[src/dlftw_pkg.sv]
// Purpose: shared constants for the downlink frame timing window block
// Assumes: 100 MHz pclk, 3.84 Mchip/s node timing
// Notes: all offsets are APB byte addresses
package dlftw_pkg;
  // ==========================================================
  // clock and chip timing
  localparam int unsigned CLK_KHZ = 100000;
  localparam int unsigned CHIP_KHZ = 3840;
  localparam int unsigned ACC_MOD = CLK_KHZ / 10;
  localparam int unsigned ACC_INC = CHIP_KHZ / 10;
  localparam int unsigned TICK_NS = 125000;
  localparam int unsigned CHIPS_PER_TICK = TICK_NS / 1000 * CHIP_KHZ / 1000;
  localparam logic [15:0] CHIPS_PER_FRAME = 16'h9600;
  localparam logic [15:0] OFF_MAX = 16'h9500;
  localparam logic [15:0] SLOT_CHIPS = 16'h0A00;
  localparam logic [15:0] SCH_CHIPS = 16'h0100;
  localparam logic [3:0] CELL_DLY_MAX = 4'h9;
  localparam logic [18:0] NODE_TICKS = 19'h50000;
  localparam logic [15:0] CFN_TICKS = 16'h5000;
  localparam logic [15:0] HALF_CFN_TICKS = 16'h2800;
  localparam logic [15:0] TICKS_PER_FRAME = 16'h0050;
  // ==========================================================
  // register offsets
  localparam logic [11:0] ADDR_CTRL = 12'h000;
  localparam logic [11:0] ADDR_CHIP_OFF = 12'h004;
  localparam logic [11:0] ADDR_FRAME_OFF = 12'h008;
  localparam logic [11:0] ADDR_CELL_DLY = 12'h00C;
  localparam logic [11:0] ADDR_WINDOW = 12'h010;
  localparam logic [11:0] ADDR_TPROC = 12'h014;
  localparam logic [11:0] ADDR_STATUS = 12'h018;
  localparam logic [11:0] ADDR_T2 = 12'h01C;
  localparam logic [11:0] ADDR_T3 = 12'h020;
  localparam logic [11:0] ADDR_TOA = 12'h024;
  localparam logic [11:0] ADDR_NODE_TIME = 12'h028;
  // ==========================================================
  // field positions and reset values
  localparam int unsigned CTRL_RUN = 0;
  localparam int unsigned WIN_TOAWE_LSB = 16;
  localparam int unsigned ST_EARLY = 0;
  localparam int unsigned ST_LATE = 1;
  localparam int unsigned ST_DISC = 2;
  localparam logic [15:0] RST_TPROC = 16'h0008;
  localparam logic [10:0] RST_TOAWS = 11'h000;
  localparam logic [11:0] RST_TOAWE = 12'h000;
endpackage

[src/dlftw_tick_if.sv]
// Purpose: node timing bundle from the timer to the window logic
// Assumes: single pclk domain
// Notes: chip_en pulses once per chip, counters already updated
`timescale 1ns/1ps
`default_nettype none
interface dlftw_tick_if;
  logic chip_en;
  logic [15:0] chip_pos;
  logic [11:0] bfn;
  logic [18:0] tick_cnt;
  logic [15:0] cfn_tick;
  modport src(output chip_en, output chip_pos, output bfn, output tick_cnt, output cfn_tick);
  modport dst(input chip_en, input chip_pos, input bfn, input tick_cnt, input cfn_tick);
endinterface
`default_nettype wire

[src/dlftw_top.sv]
// Purpose: downlink frame offset, cell delay, sync stamps and arrival window
// Assumes: APB slave, zero wait states, inputs synchronous to pclk
// Notes: window arithmetic in 0.125 ms ticks modulo the CFN length
// Overview of operation
// per-link frame offset in 256-chip steps, 0 to 38144 chips.
// applied offset is the chip offset rounded to nearest 256 chips.
// remainder 1..127 rounds down, 128..255 up, zero stays.
// dedicated channel frame starts at rounded offset after cell frame timing.
// cell frame numbering and sync channel delayed by cell delay after node counter.
// cell delay programmable in 256-chip steps, zero to nine.
// sync channel burst lasts 256 chips.
// downlink sync frame arrival captures node counter at 0.125 ms resolution.
// uplink sync frame send captures and reports node counter.
// controller stamps downlink sync frames with its own counter.
// controller keeps uplink reply arrival time locally only.
// window start held in 1 ms steps before window end.
// frame before window start triggers timing adjustment response.
// window end held in 1 ms steps before latest arrival point.
// frame after window end triggers timing adjustment response.
// latest arrival is processing time before air start; later frames discarded.
// frames between window end and latest arrival still processed.
// arrival offset is window end minus arrival in 125 us steps, signed.
// controller computes rounded offsets for all active-set links.
// chip counter wraps at 38400, window arithmetic wraps at CFN length.
// status event on every adjustment response or discard.
`timescale 1ns/1ps
`default_nettype none
module dlftw_top
  import dlftw_pkg::*;
#(
  parameter int unsigned CHIP_INC = ACC_INC
) (
  input wire logic pclk,
  input wire logic presetn,
  input wire logic psel,
  input wire logic penable,
  input wire logic pwrite,
  input wire logic [11:0] paddr,
  input wire logic [31:0] pwdata,
  output logic pready,
  output logic [31:0] prdata,
  output logic pslverr,
  input wire logic dl_sync_rx,
  input wire logic ul_sync_tx,
  input wire logic df_valid,
  input wire logic [7:0] df_cfn,
  output logic cell_frame_start,
  output logic [11:0] cell_sfn,
  output logic sch_active,
  output logic dpch_frame_start,
  output logic [18:0] ul_sync_t3,
  output logic ul_sync_t3_valid,
  output logic df_process,
  output logic df_discard,
  output logic ta_send,
  output logic [15:0] ta_toa,
  output logic [7:0] ta_cfn,
  output logic status_event
);
  dlftw_tick_if tk();

  dlftw_node_timer #(.CHIP_INC(CHIP_INC)) u_timer (
    .pclk(pclk),
    .presetn(presetn),
    .tk(tk.src)
  );

  logic run_reg;
  logic [15:0] chip_off_reg;
  logic [15:0] frame_off_reg;
  logic [3:0] cell_dly_reg;
  logic [10:0] toaws_reg;
  logic [11:0] toawe_reg;
  logic [15:0] tproc_reg;
  logic [2:0] status_reg;
  logic [2:0] status_next;
  logic [2:0] ev_set;
  logic [18:0] t2_reg;

  // ==========================================================
  // helpers
  function automatic logic [15:0] mod_sub(input logic [15:0] a, input logic [15:0] b, input logic [15:0] m);
    logic [16:0] t;
    t = {1'b0, a} + {1'b0, m} - {1'b0, b};
    mod_sub = (a >= b) ? a - b : t[15:0];
  endfunction

  function automatic logic [15:0] mod_add(input logic [15:0] a, input logic [15:0] b, input logic [15:0] m);
    logic [16:0] t;
    t = {1'b0, a} + {1'b0, b};
    mod_add = (t >= {1'b0, m}) ? 16'(t - {1'b0, m}) : t[15:0];
  endfunction

  function automatic logic reg_mapped(input logic [11:0] a);
    reg_mapped = (a[1:0] == 2'b00) && (a <= ADDR_NODE_TIME);
  endfunction

  // ==========================================================
  // apb slave
  logic setup_ph;
  logic wr_acc;
  logic [31:0] rd_mux;
  assign setup_ph = psel && !penable;
  assign wr_acc = psel && penable && pwrite && pready && reg_mapped(paddr);

  always_comb begin
    rd_mux = 32'h00000000;
    unique case (paddr)
      ADDR_CTRL: rd_mux[CTRL_RUN] = run_reg;
      ADDR_CHIP_OFF: rd_mux[15:0] = chip_off_reg;
      ADDR_FRAME_OFF: rd_mux[15:0] = frame_off_reg;
      ADDR_CELL_DLY: rd_mux[3:0] = cell_dly_reg;
      ADDR_WINDOW: rd_mux = {4'h0, toawe_reg, 5'h00, toaws_reg};
      ADDR_TPROC: rd_mux[15:0] = tproc_reg;
      ADDR_STATUS: rd_mux[2:0] = status_reg;
      ADDR_T2: rd_mux[18:0] = t2_reg;
      ADDR_T3: rd_mux[18:0] = ul_sync_t3;
      ADDR_TOA: rd_mux[15:0] = ta_toa;
      ADDR_NODE_TIME: rd_mux[18:0] = tk.tick_cnt;
      default: rd_mux = 32'h00000000;
    endcase
  end

  always_ff @(posedge pclk or negedge presetn) begin
    if (!presetn) begin
      pready <= 1'b0;
      prdata <= 32'h00000000;
      pslverr <= 1'b0;
    end else begin
      pready <= setup_ph;
      pslverr <= setup_ph && !reg_mapped(paddr);
      if (setup_ph && !pwrite) begin
        prdata <= rd_mux;
      end
    end
  end

  // ==========================================================
  // configuration registers
  always_ff @(posedge pclk or negedge presetn) begin
    if (!presetn) begin
      run_reg <= 1'b0;
      chip_off_reg <= 16'h0000;
      cell_dly_reg <= 4'h0;
      toaws_reg <= RST_TOAWS;
      toawe_reg <= RST_TOAWE;
      tproc_reg <= RST_TPROC;
    end else if (wr_acc) begin
      unique case (paddr)
        ADDR_CTRL: run_reg <= pwdata[CTRL_RUN];
        ADDR_CHIP_OFF: chip_off_reg <= (pwdata[15:0] >= CHIPS_PER_FRAME) ? CHIPS_PER_FRAME - 16'h0001 : pwdata[15:0];
        ADDR_CELL_DLY: cell_dly_reg <= (pwdata[3:0] > CELL_DLY_MAX) ? CELL_DLY_MAX : pwdata[3:0];
        ADDR_WINDOW: begin
          toaws_reg <= pwdata[10:0];
          toawe_reg <= (pwdata[WIN_TOAWE_LSB +: 12] > 12'h9FF) ? 12'h9FF : pwdata[WIN_TOAWE_LSB +: 12];
        end
        ADDR_TPROC: tproc_reg <= (pwdata[15:0] >= CFN_TICKS) ? CFN_TICKS - 16'h0001 : pwdata[15:0];
        default: ;
      endcase
    end
  end

  // ==========================================================
  // offset rounding to 256-chip boundary
  logic [15:0] round_up;
  assign round_up = {chip_off_reg[15:8], 8'h00} + 16'h0100;

  always_ff @(posedge pclk or negedge presetn) begin
    if (!presetn) begin
      frame_off_reg <= 16'h0000;
    end else if (!chip_off_reg[7]) begin
      frame_off_reg <= {chip_off_reg[15:8], 8'h00};
    end else begin
      frame_off_reg <= (round_up >= CHIPS_PER_FRAME) ? 16'h0000 : round_up;
    end
  end

  // ==========================================================
  // cell timing
  logic [15:0] dly_chips;
  logic [15:0] cell_pos;
  logic [15:0] slot_pos;
  assign dly_chips = {4'h0, cell_dly_reg, 8'h00};
  assign cell_pos = mod_sub(tk.chip_pos, dly_chips, CHIPS_PER_FRAME);
  assign slot_pos = cell_pos % SLOT_CHIPS;

  always_ff @(posedge pclk or negedge presetn) begin
    if (!presetn) begin
      cell_frame_start <= 1'b0;
      cell_sfn <= 12'h000;
      sch_active <= 1'b0;
      dpch_frame_start <= 1'b0;
    end else begin
      cell_frame_start <= tk.chip_en && (cell_pos == 16'h0000);
      cell_sfn <= (tk.chip_pos < dly_chips) ? tk.bfn - 12'h001 : tk.bfn;
      sch_active <= slot_pos < SCH_CHIPS;
      dpch_frame_start <= tk.chip_en && (cell_pos == frame_off_reg);
    end
  end

  // ==========================================================
  // node synchronisation stamps
  always_ff @(posedge pclk or negedge presetn) begin
    if (!presetn) begin
      t2_reg <= 19'h00000;
      ul_sync_t3 <= 19'h00000;
      ul_sync_t3_valid <= 1'b0;
    end else begin
      ul_sync_t3_valid <= run_reg && ul_sync_tx;
      if (run_reg && dl_sync_rx) begin
        t2_reg <= tk.tick_cnt;
      end
      if (run_reg && ul_sync_tx) begin
        ul_sync_t3 <= tk.tick_cnt;
      end
    end
  end

  // ==========================================================
  // arrival window classification
  logic [15:0] off_ticks;
  logic [15:0] air_t;
  logic [15:0] ltoa_t;
  logic [15:0] we_t;
  logic [15:0] toa_raw;
  logic [15:0] lag;
  logic late;
  logic early;
  logic discard;
  logic df_take;
  assign off_ticks = frame_off_reg / 16'(CHIPS_PER_TICK);
  assign air_t = mod_add(16'(df_cfn) * TICKS_PER_FRAME, off_ticks, CFN_TICKS);
  assign ltoa_t = mod_sub(air_t, tproc_reg, CFN_TICKS);
  assign we_t = mod_sub(ltoa_t, {1'b0, toawe_reg, 3'b000}, CFN_TICKS);
  assign toa_raw = mod_sub(we_t, tk.cfn_tick, CFN_TICKS);
  assign lag = CFN_TICKS - toa_raw;
  assign late = toa_raw >= HALF_CFN_TICKS;
  assign early = !late && (toa_raw > {2'b00, toaws_reg, 3'b000});
  assign discard = late && (lag > {1'b0, toawe_reg, 3'b000});
  assign df_take = run_reg && df_valid;
  assign ev_set = {df_take && discard, df_take && late, df_take && early};
  assign status_next = (status_reg & ~((wr_acc && paddr == ADDR_STATUS) ? pwdata[2:0] : 3'b000)) | ev_set;

  always_ff @(posedge pclk or negedge presetn) begin
    if (!presetn) begin
      df_process <= 1'b0;
      df_discard <= 1'b0;
      ta_send <= 1'b0;
      ta_toa <= 16'h0000;
      ta_cfn <= 8'h00;
    end else begin
      df_process <= df_take && !discard;
      df_discard <= df_take && discard;
      ta_send <= df_take && (early || late);
      if (df_take) begin
        ta_toa <= late ? 16'(toa_raw - CFN_TICKS) : toa_raw;
        ta_cfn <= df_cfn;
      end
    end
  end

  always_ff @(posedge pclk or negedge presetn) begin
    if (!presetn) begin
      status_reg <= 3'b000;
      status_event <= 1'b0;
    end else begin
      status_reg <= status_next;
      status_event <= |ev_set;
    end
  end
endmodule
`default_nettype wire

[src/dlftw_node_timer.sv]
// Purpose: node frame counter with chip and 0.125 ms resolution
// Assumes: fractional accumulator gives the average chip rate
// Notes: CHIP_INC equal to ACC_MOD gives one chip per cycle
`timescale 1ns/1ps
`default_nettype none
module dlftw_node_timer
  import dlftw_pkg::*;
#(
  parameter int unsigned CHIP_INC = ACC_INC
) (
  input wire logic pclk,
  input wire logic presetn,
  dlftw_tick_if.src tk
);
  logic [14:0] acc_reg;
  logic [14:0] acc_sum;
  logic [8:0] sub_reg;
  logic chip_hit;
  logic tick_hit;

  always_comb begin
    acc_sum = acc_reg + 15'(CHIP_INC);
    chip_hit = acc_sum >= 15'(ACC_MOD);
    tick_hit = chip_hit && (sub_reg == 9'(CHIPS_PER_TICK - 1));
  end

  // ==========================================================
  // chip enable divider
  always_ff @(posedge pclk or negedge presetn) begin
    if (!presetn) begin
      acc_reg <= 15'h0000;
      tk.chip_en <= 1'b0;
    end else begin
      acc_reg <= chip_hit ? acc_sum - 15'(ACC_MOD) : acc_sum;
      tk.chip_en <= chip_hit;
    end
  end

  // ==========================================================
  // chip position and frame counter
  always_ff @(posedge pclk or negedge presetn) begin
    if (!presetn) begin
      tk.chip_pos <= 16'h0000;
      tk.bfn <= 12'h000;
    end else if (chip_hit) begin
      if (tk.chip_pos == CHIPS_PER_FRAME - 16'h0001) begin
        tk.chip_pos <= 16'h0000;
        tk.bfn <= tk.bfn + 12'h001;
      end else begin
        tk.chip_pos <= tk.chip_pos + 16'h0001;
      end
    end
  end

  // ==========================================================
  // 0.125 ms tick counters
  always_ff @(posedge pclk or negedge presetn) begin
    if (!presetn) begin
      sub_reg <= 9'h000;
      tk.tick_cnt <= 19'h00000;
      tk.cfn_tick <= 16'h0000;
    end else if (chip_hit) begin
      sub_reg <= tick_hit ? 9'h000 : sub_reg + 9'h001;
      if (tick_hit) begin
        tk.tick_cnt <= (tk.tick_cnt == NODE_TICKS - 19'h00001) ? 19'h00000 : tk.tick_cnt + 19'h00001;
        tk.cfn_tick <= (tk.cfn_tick == CFN_TICKS - 16'h0001) ? 16'h0000 : tk.cfn_tick + 16'h0001;
      end
    end
  end
endmodule
`default_nettype wire

[config.mk]
export PLATFORM = sky130hd
export DESIGN_NAME = dlftw_top
export DESIGN_NICKNAME = d
export VERILOG_FILES = /design/src/dlftw_pkg.sv /design/src/dlftw_tick_if.sv /design/src/dlftw_top.sv /design/src/dlftw_node_timer.sv
export SDC_FILE = /design/constraint.sdc
export NUM_CORES = 1
export LEC_CHECK = 0
export BUFFER_PORTS_ARGS = -buffer_cell sky130_fd_sc_hd__buf_2
export CAP_MARGIN = 5
export CORE_ASPECT_RATIO = 2
export CORE_MARGIN = 1
export CORE_UTILIZATION = 40
export CTS_BUF_LIST = sky130_fd_sc_hd__clkbuf_4
export CTS_CLUSTER_DIAMETER = 200
export DETAILED_ROUTE_END_ITERATION = 8
export PLACE_DENSITY_LB_ADDON = 0.2
export RECOVER_POWER = 50
export SYNTH_ARGS = -nofsm -noshare
export SYNTH_HDL_FRONTEND = slang
export SYNTH_SLANG_ARGS = --single-unit
[constraint.sdc]
create_clock -name pclk -period 16.75 [get_ports pclk]
set_input_delay 3.35 -clock pclk [delete_from_list [all_inputs] [get_ports pclk]]
set_output_delay 3.35 -clock pclk [all_outputs]
set_load 0.01 [all_outputs]
==> flow_summary.json <==
{
  "first_pass_iters": 8,
  "wl_per_cell_um": 21.23,
  "largest_register": "prdata",
  "power.density_mw_per_mm2": 125.6,
  "die_area_mm2": 0.05410,
  "worstMarginPinSlew_ns": 6.869,
  "drv_slew": 326,
  "die_h_um": 327.9,
  "yosys_warnings": 0,
  "die_x_um": 165.0,
  "clock_path_buffers": 3,
  "drv_cap": 5,
  "grt_pass1_wl_mm": 106.8,
  "setup_viol": 0,
  "timing.fmax_mhz": 63.12,
  "period_needed_ns": 15.84,
  "cts_hold_buf": 0,
  "rsz0062_at_grt": "false",
  "grt_max_degree": 129,
  "path_max_fanout": 7,
  "crit_path_max_incr_delay_ns": 0.56,
  "drc": 0,
  "coreArea_mm2": 0.05256,
  "finalClockSkew_ns": 0.08215,
  "largest_reg_flops": 28,
  "num_rows": 119,
  "arrival_ns": 16.52,
  "cts_tree": "yes",
  "post-cts-setup-buffers": 0,
  "ys_seq_elements": 267,
  "slowest_stage": "or4b_1",
  "clock_sinks": 267,
  "synth_ff_type": "dfrtp_1",
  "grt_use_total_pct": 26.33,
  "vias": 18708,
  "io_buffers": 148,
  "netlist_area_mm2": 0.02125,
  "instances_no_fill": 3308,
  "drt_iter0_markers": 906,
  "hold_end": "prdata[19]",
  "cts-buffers-inserted": 70,
  "setup_slack_ns": 0.9061,
  "nets": 2877,
  "worst_setup_path_start_kind": "input pin",
  "reg2reg_depth": 62,
  "hp-class": "reg2reg",
  "syn_area_per_cell_um2": 8.965,
  "cpMostUsedCell": "ha_1",
  "relSlewSlack_pct": -357.9,
  "synth-edff-count": 0,
  "start_util_pct": 40.42,
  "clk_latency_ns": 0.86,
  "power_leakage_nw": 11.24,
  "synthCells": 2370,
  "tns_ns": 0,
  "timing.rr.start": "frame_off_reg[11]",
  "yosys.cell_types.count": 98,
  "path_class": "in2reg",
  "cts.reportedPaths.clkPinSlew_ns": 0.07,
  "yosysSeqAreaShare_pct": 31.45,
  "antenna_found_initial": 6,
  "violations": "max-capacitance violations, max-slew violations",
  "drive_above_1_share_pct": 16.87,
  "vias_per_cell": 5.655,
  "routabilityCongestion": 0.9280,
  "ant_nets": 0,
  "grt_pass1_vias": 19310,
  "cts_max_level": 3,
  "dp.cells": 3175,
  "min_from": "prdata[19]",
  "r2r_end": "status_reg[2]",
  "vdd_drop_max_v": 0.0001445,
  "grt-ovfl-total": 0,
  "area_delta_synth_final_pct": 12.71,
  "hold_depth": 2,
  "dp_hpwl_mm": 56.44,
  "report.final.hold_viol_count": 0,
  "required_ns": 17.43,
  "finalWirelength_mm": 70.23,
  "r2r_slack_ns": 2.40,
  "status": "complete, but fails checks",
  "cp-end-kind": "flop",
  "async_reset_ff_share_pct": 100.0,
  "period_share_pct": 94.59,
  "ctsRootBufferMaster": "clkbuf_4",
  "dp_slack_ns": 0.05140,
  "ios": 157
}
-- logic make-up (layout without fill, tap and decap cells) --
group                    Yosys count  in the layout  share of synthesized area [%]
other                              1              9                        0.01765
AO/OA/AOI/OAI                    552            552                          17.80
buffers and inverters            280            545                          5.094
flip-flops                       267            267                          31.45
adder cells (fa/ha/maj)          239            239                          15.41
multiplexers                     106            106                          5.483
XOR/XNOR                         185            185                          7.626
AND/OR/NAND/NOR                  740            740                          17.12
-- stage by stage --
stage | power, mW | instance area (um^2) | hold slack (ns) | util (%)
floorplan | 1.800 | 21260 | 0.4458 | -
global placement | 2.360 | 23070 | 0.4513 | 43.90
detailed placement | 2.405 | 23070 | 0.4523 | 43.90
CTS | 3.024 | 23970 | 0.4651 | 45.61
global route | 3.248 | 23950 | 0.4865 | 45.56
finish | 3.007 | 23950 | 0.4623 | 45.56
-- worst max-delay path: cells and delay by family --
family	cells	cell delay (ns)
multiplexers	2	0.50
XOR/XNOR	5	0.88
AO/OA/AOI/OAI	21	4.13
buffers and inverters	6	0.94
adder cells (fa/ha/maj)	8	2.41
AND/OR/NAND/NOR	18	4.30
-- how the worst max path moves through the flow --
stage,depth (start not counted),startpoint,endpoint,slack [ns]
final,60,df_cfn[2],status_reg[2],0.91
after floorplan,61,df_cfn[2],status_reg[2],1.15
after CTS,60,df_cfn[2],status_reg[2],0.92
after global placement,61,df_cfn[1],status_reg[2],0.08
after global routing,62,df_cfn[1],status_reg[2],0.03
after detailed placement,60,df_cfn[2],status_reg[2],0.05
-- cells in the mapped netlist (all sizes together), types with 26 or more instances --
cell / number / area (um^2)
clkbuf: 63 / 236.5
a21o: 32 / 240.2
nand3: 72 / 360.4
ha: 196 / 2452
xnor2: 120 / 1051
nor2b: 26 / 162.7
dfrtp: 266 / 6656
nor2: 159 / 599.3
mux2i: 26 / 264.0
nand2: 217 / 814.5
a21oi: 135 / 683.2
inv: 195 / 732.0
nor3: 64 / 331.6
fa: 39 / 780.8
nand4: 33 / 206.5
nand2b: 35 / 219.0
o21ai: 128 / 644.4
xor2: 65 / 569.3
mux2: 80 / 900.9
-- where the power goes --
group / switching (mW) / internal (mW) / leakage, nW
Sequential: 0.00185 / 0.647 / 3.45
Combinational: 0.997 / 0.761 / 7.25
Clock: 0.318 / 0.283 / 0.537
-- layout make-up --
cell class                 instances  area [um^2]
inverter                         195        732.0
clock inverter                    28        151.4
tap                              665        832.0
fill                            5219        28610
clock buffer                     100        750.7
multi-input combinational       1826        13510
sequential                       267         6683
timing repair buffer             222         1275
antenna                            5        12.51
-- routing by layer --
layer / track usage, % / wire, um / vias up
li1: - / - / 8880
met1: 24.35 / 23380 / 9066
met2: 50.13 / 38240 / 538
met3: 3.510 / 2748 / 222
met4: 20.98 / 5845 / 2
met5: 0 / 13 / -
-- cells in the final DEF (no fill, tap or decap), types with 9 or more instances in the layout --
| master | n |
|---|---|
| clkbuf_4 | 100 |
| a21boi_0 | 9 |
| nor2_1 | 157 |
| o211ai_1 | 13 |
| inv_1 | 195 |
| xor2_1 | 65 |
| ha_1 | 196 |
| nor4_1 | 21 |
| o21ai_1 | 13 |
| a21o_1 | 32 |
| a31oi_1 | 22 |
| mux2_2 | 80 |
| o21a_1 | 21 |
| nand3b_1 | 15 |
| and3_1 | 24 |
| o21bai_1 | 18 |
| a22oi_1 | 14 |
| clkinv_1 | 15 |
| a21oi_1 | 132 |
| a22o_1 | 11 |
| nand2b_1 | 35 |
| xnor2_1 | 120 |
| dfrtp_1 | 266 |
| o31ai_1 | 13 |
| and2_1 | 12 |
| fa_1 | 39 |
| nand3_1 | 72 |
| o21ai_0 | 114 |
| a221oi_1 | 10 |
| buf_2 | 146 |
| a211o_1 | 9 |
| nand4_1 | 33 |
| or3_1 | 14 |
| nor3_1 | 62 |
| a211oi_1 | 16 |
| nor2b_1 | 25 |
| buf_4 | 69 |
| mux2i_1 | 25 |
| a222oi_1 | 22 |
| nand2_1 | 216 |
-- repair_timing --
| action | CTS | global route |
|---|---|---|
| gates resized for setup | 0 | 1 |
| endpoints found under the setup margin | 0 | 1 |
| endpoints found under the hold margin | 0 | 0 |
Power figures use the tool's default switching activity.
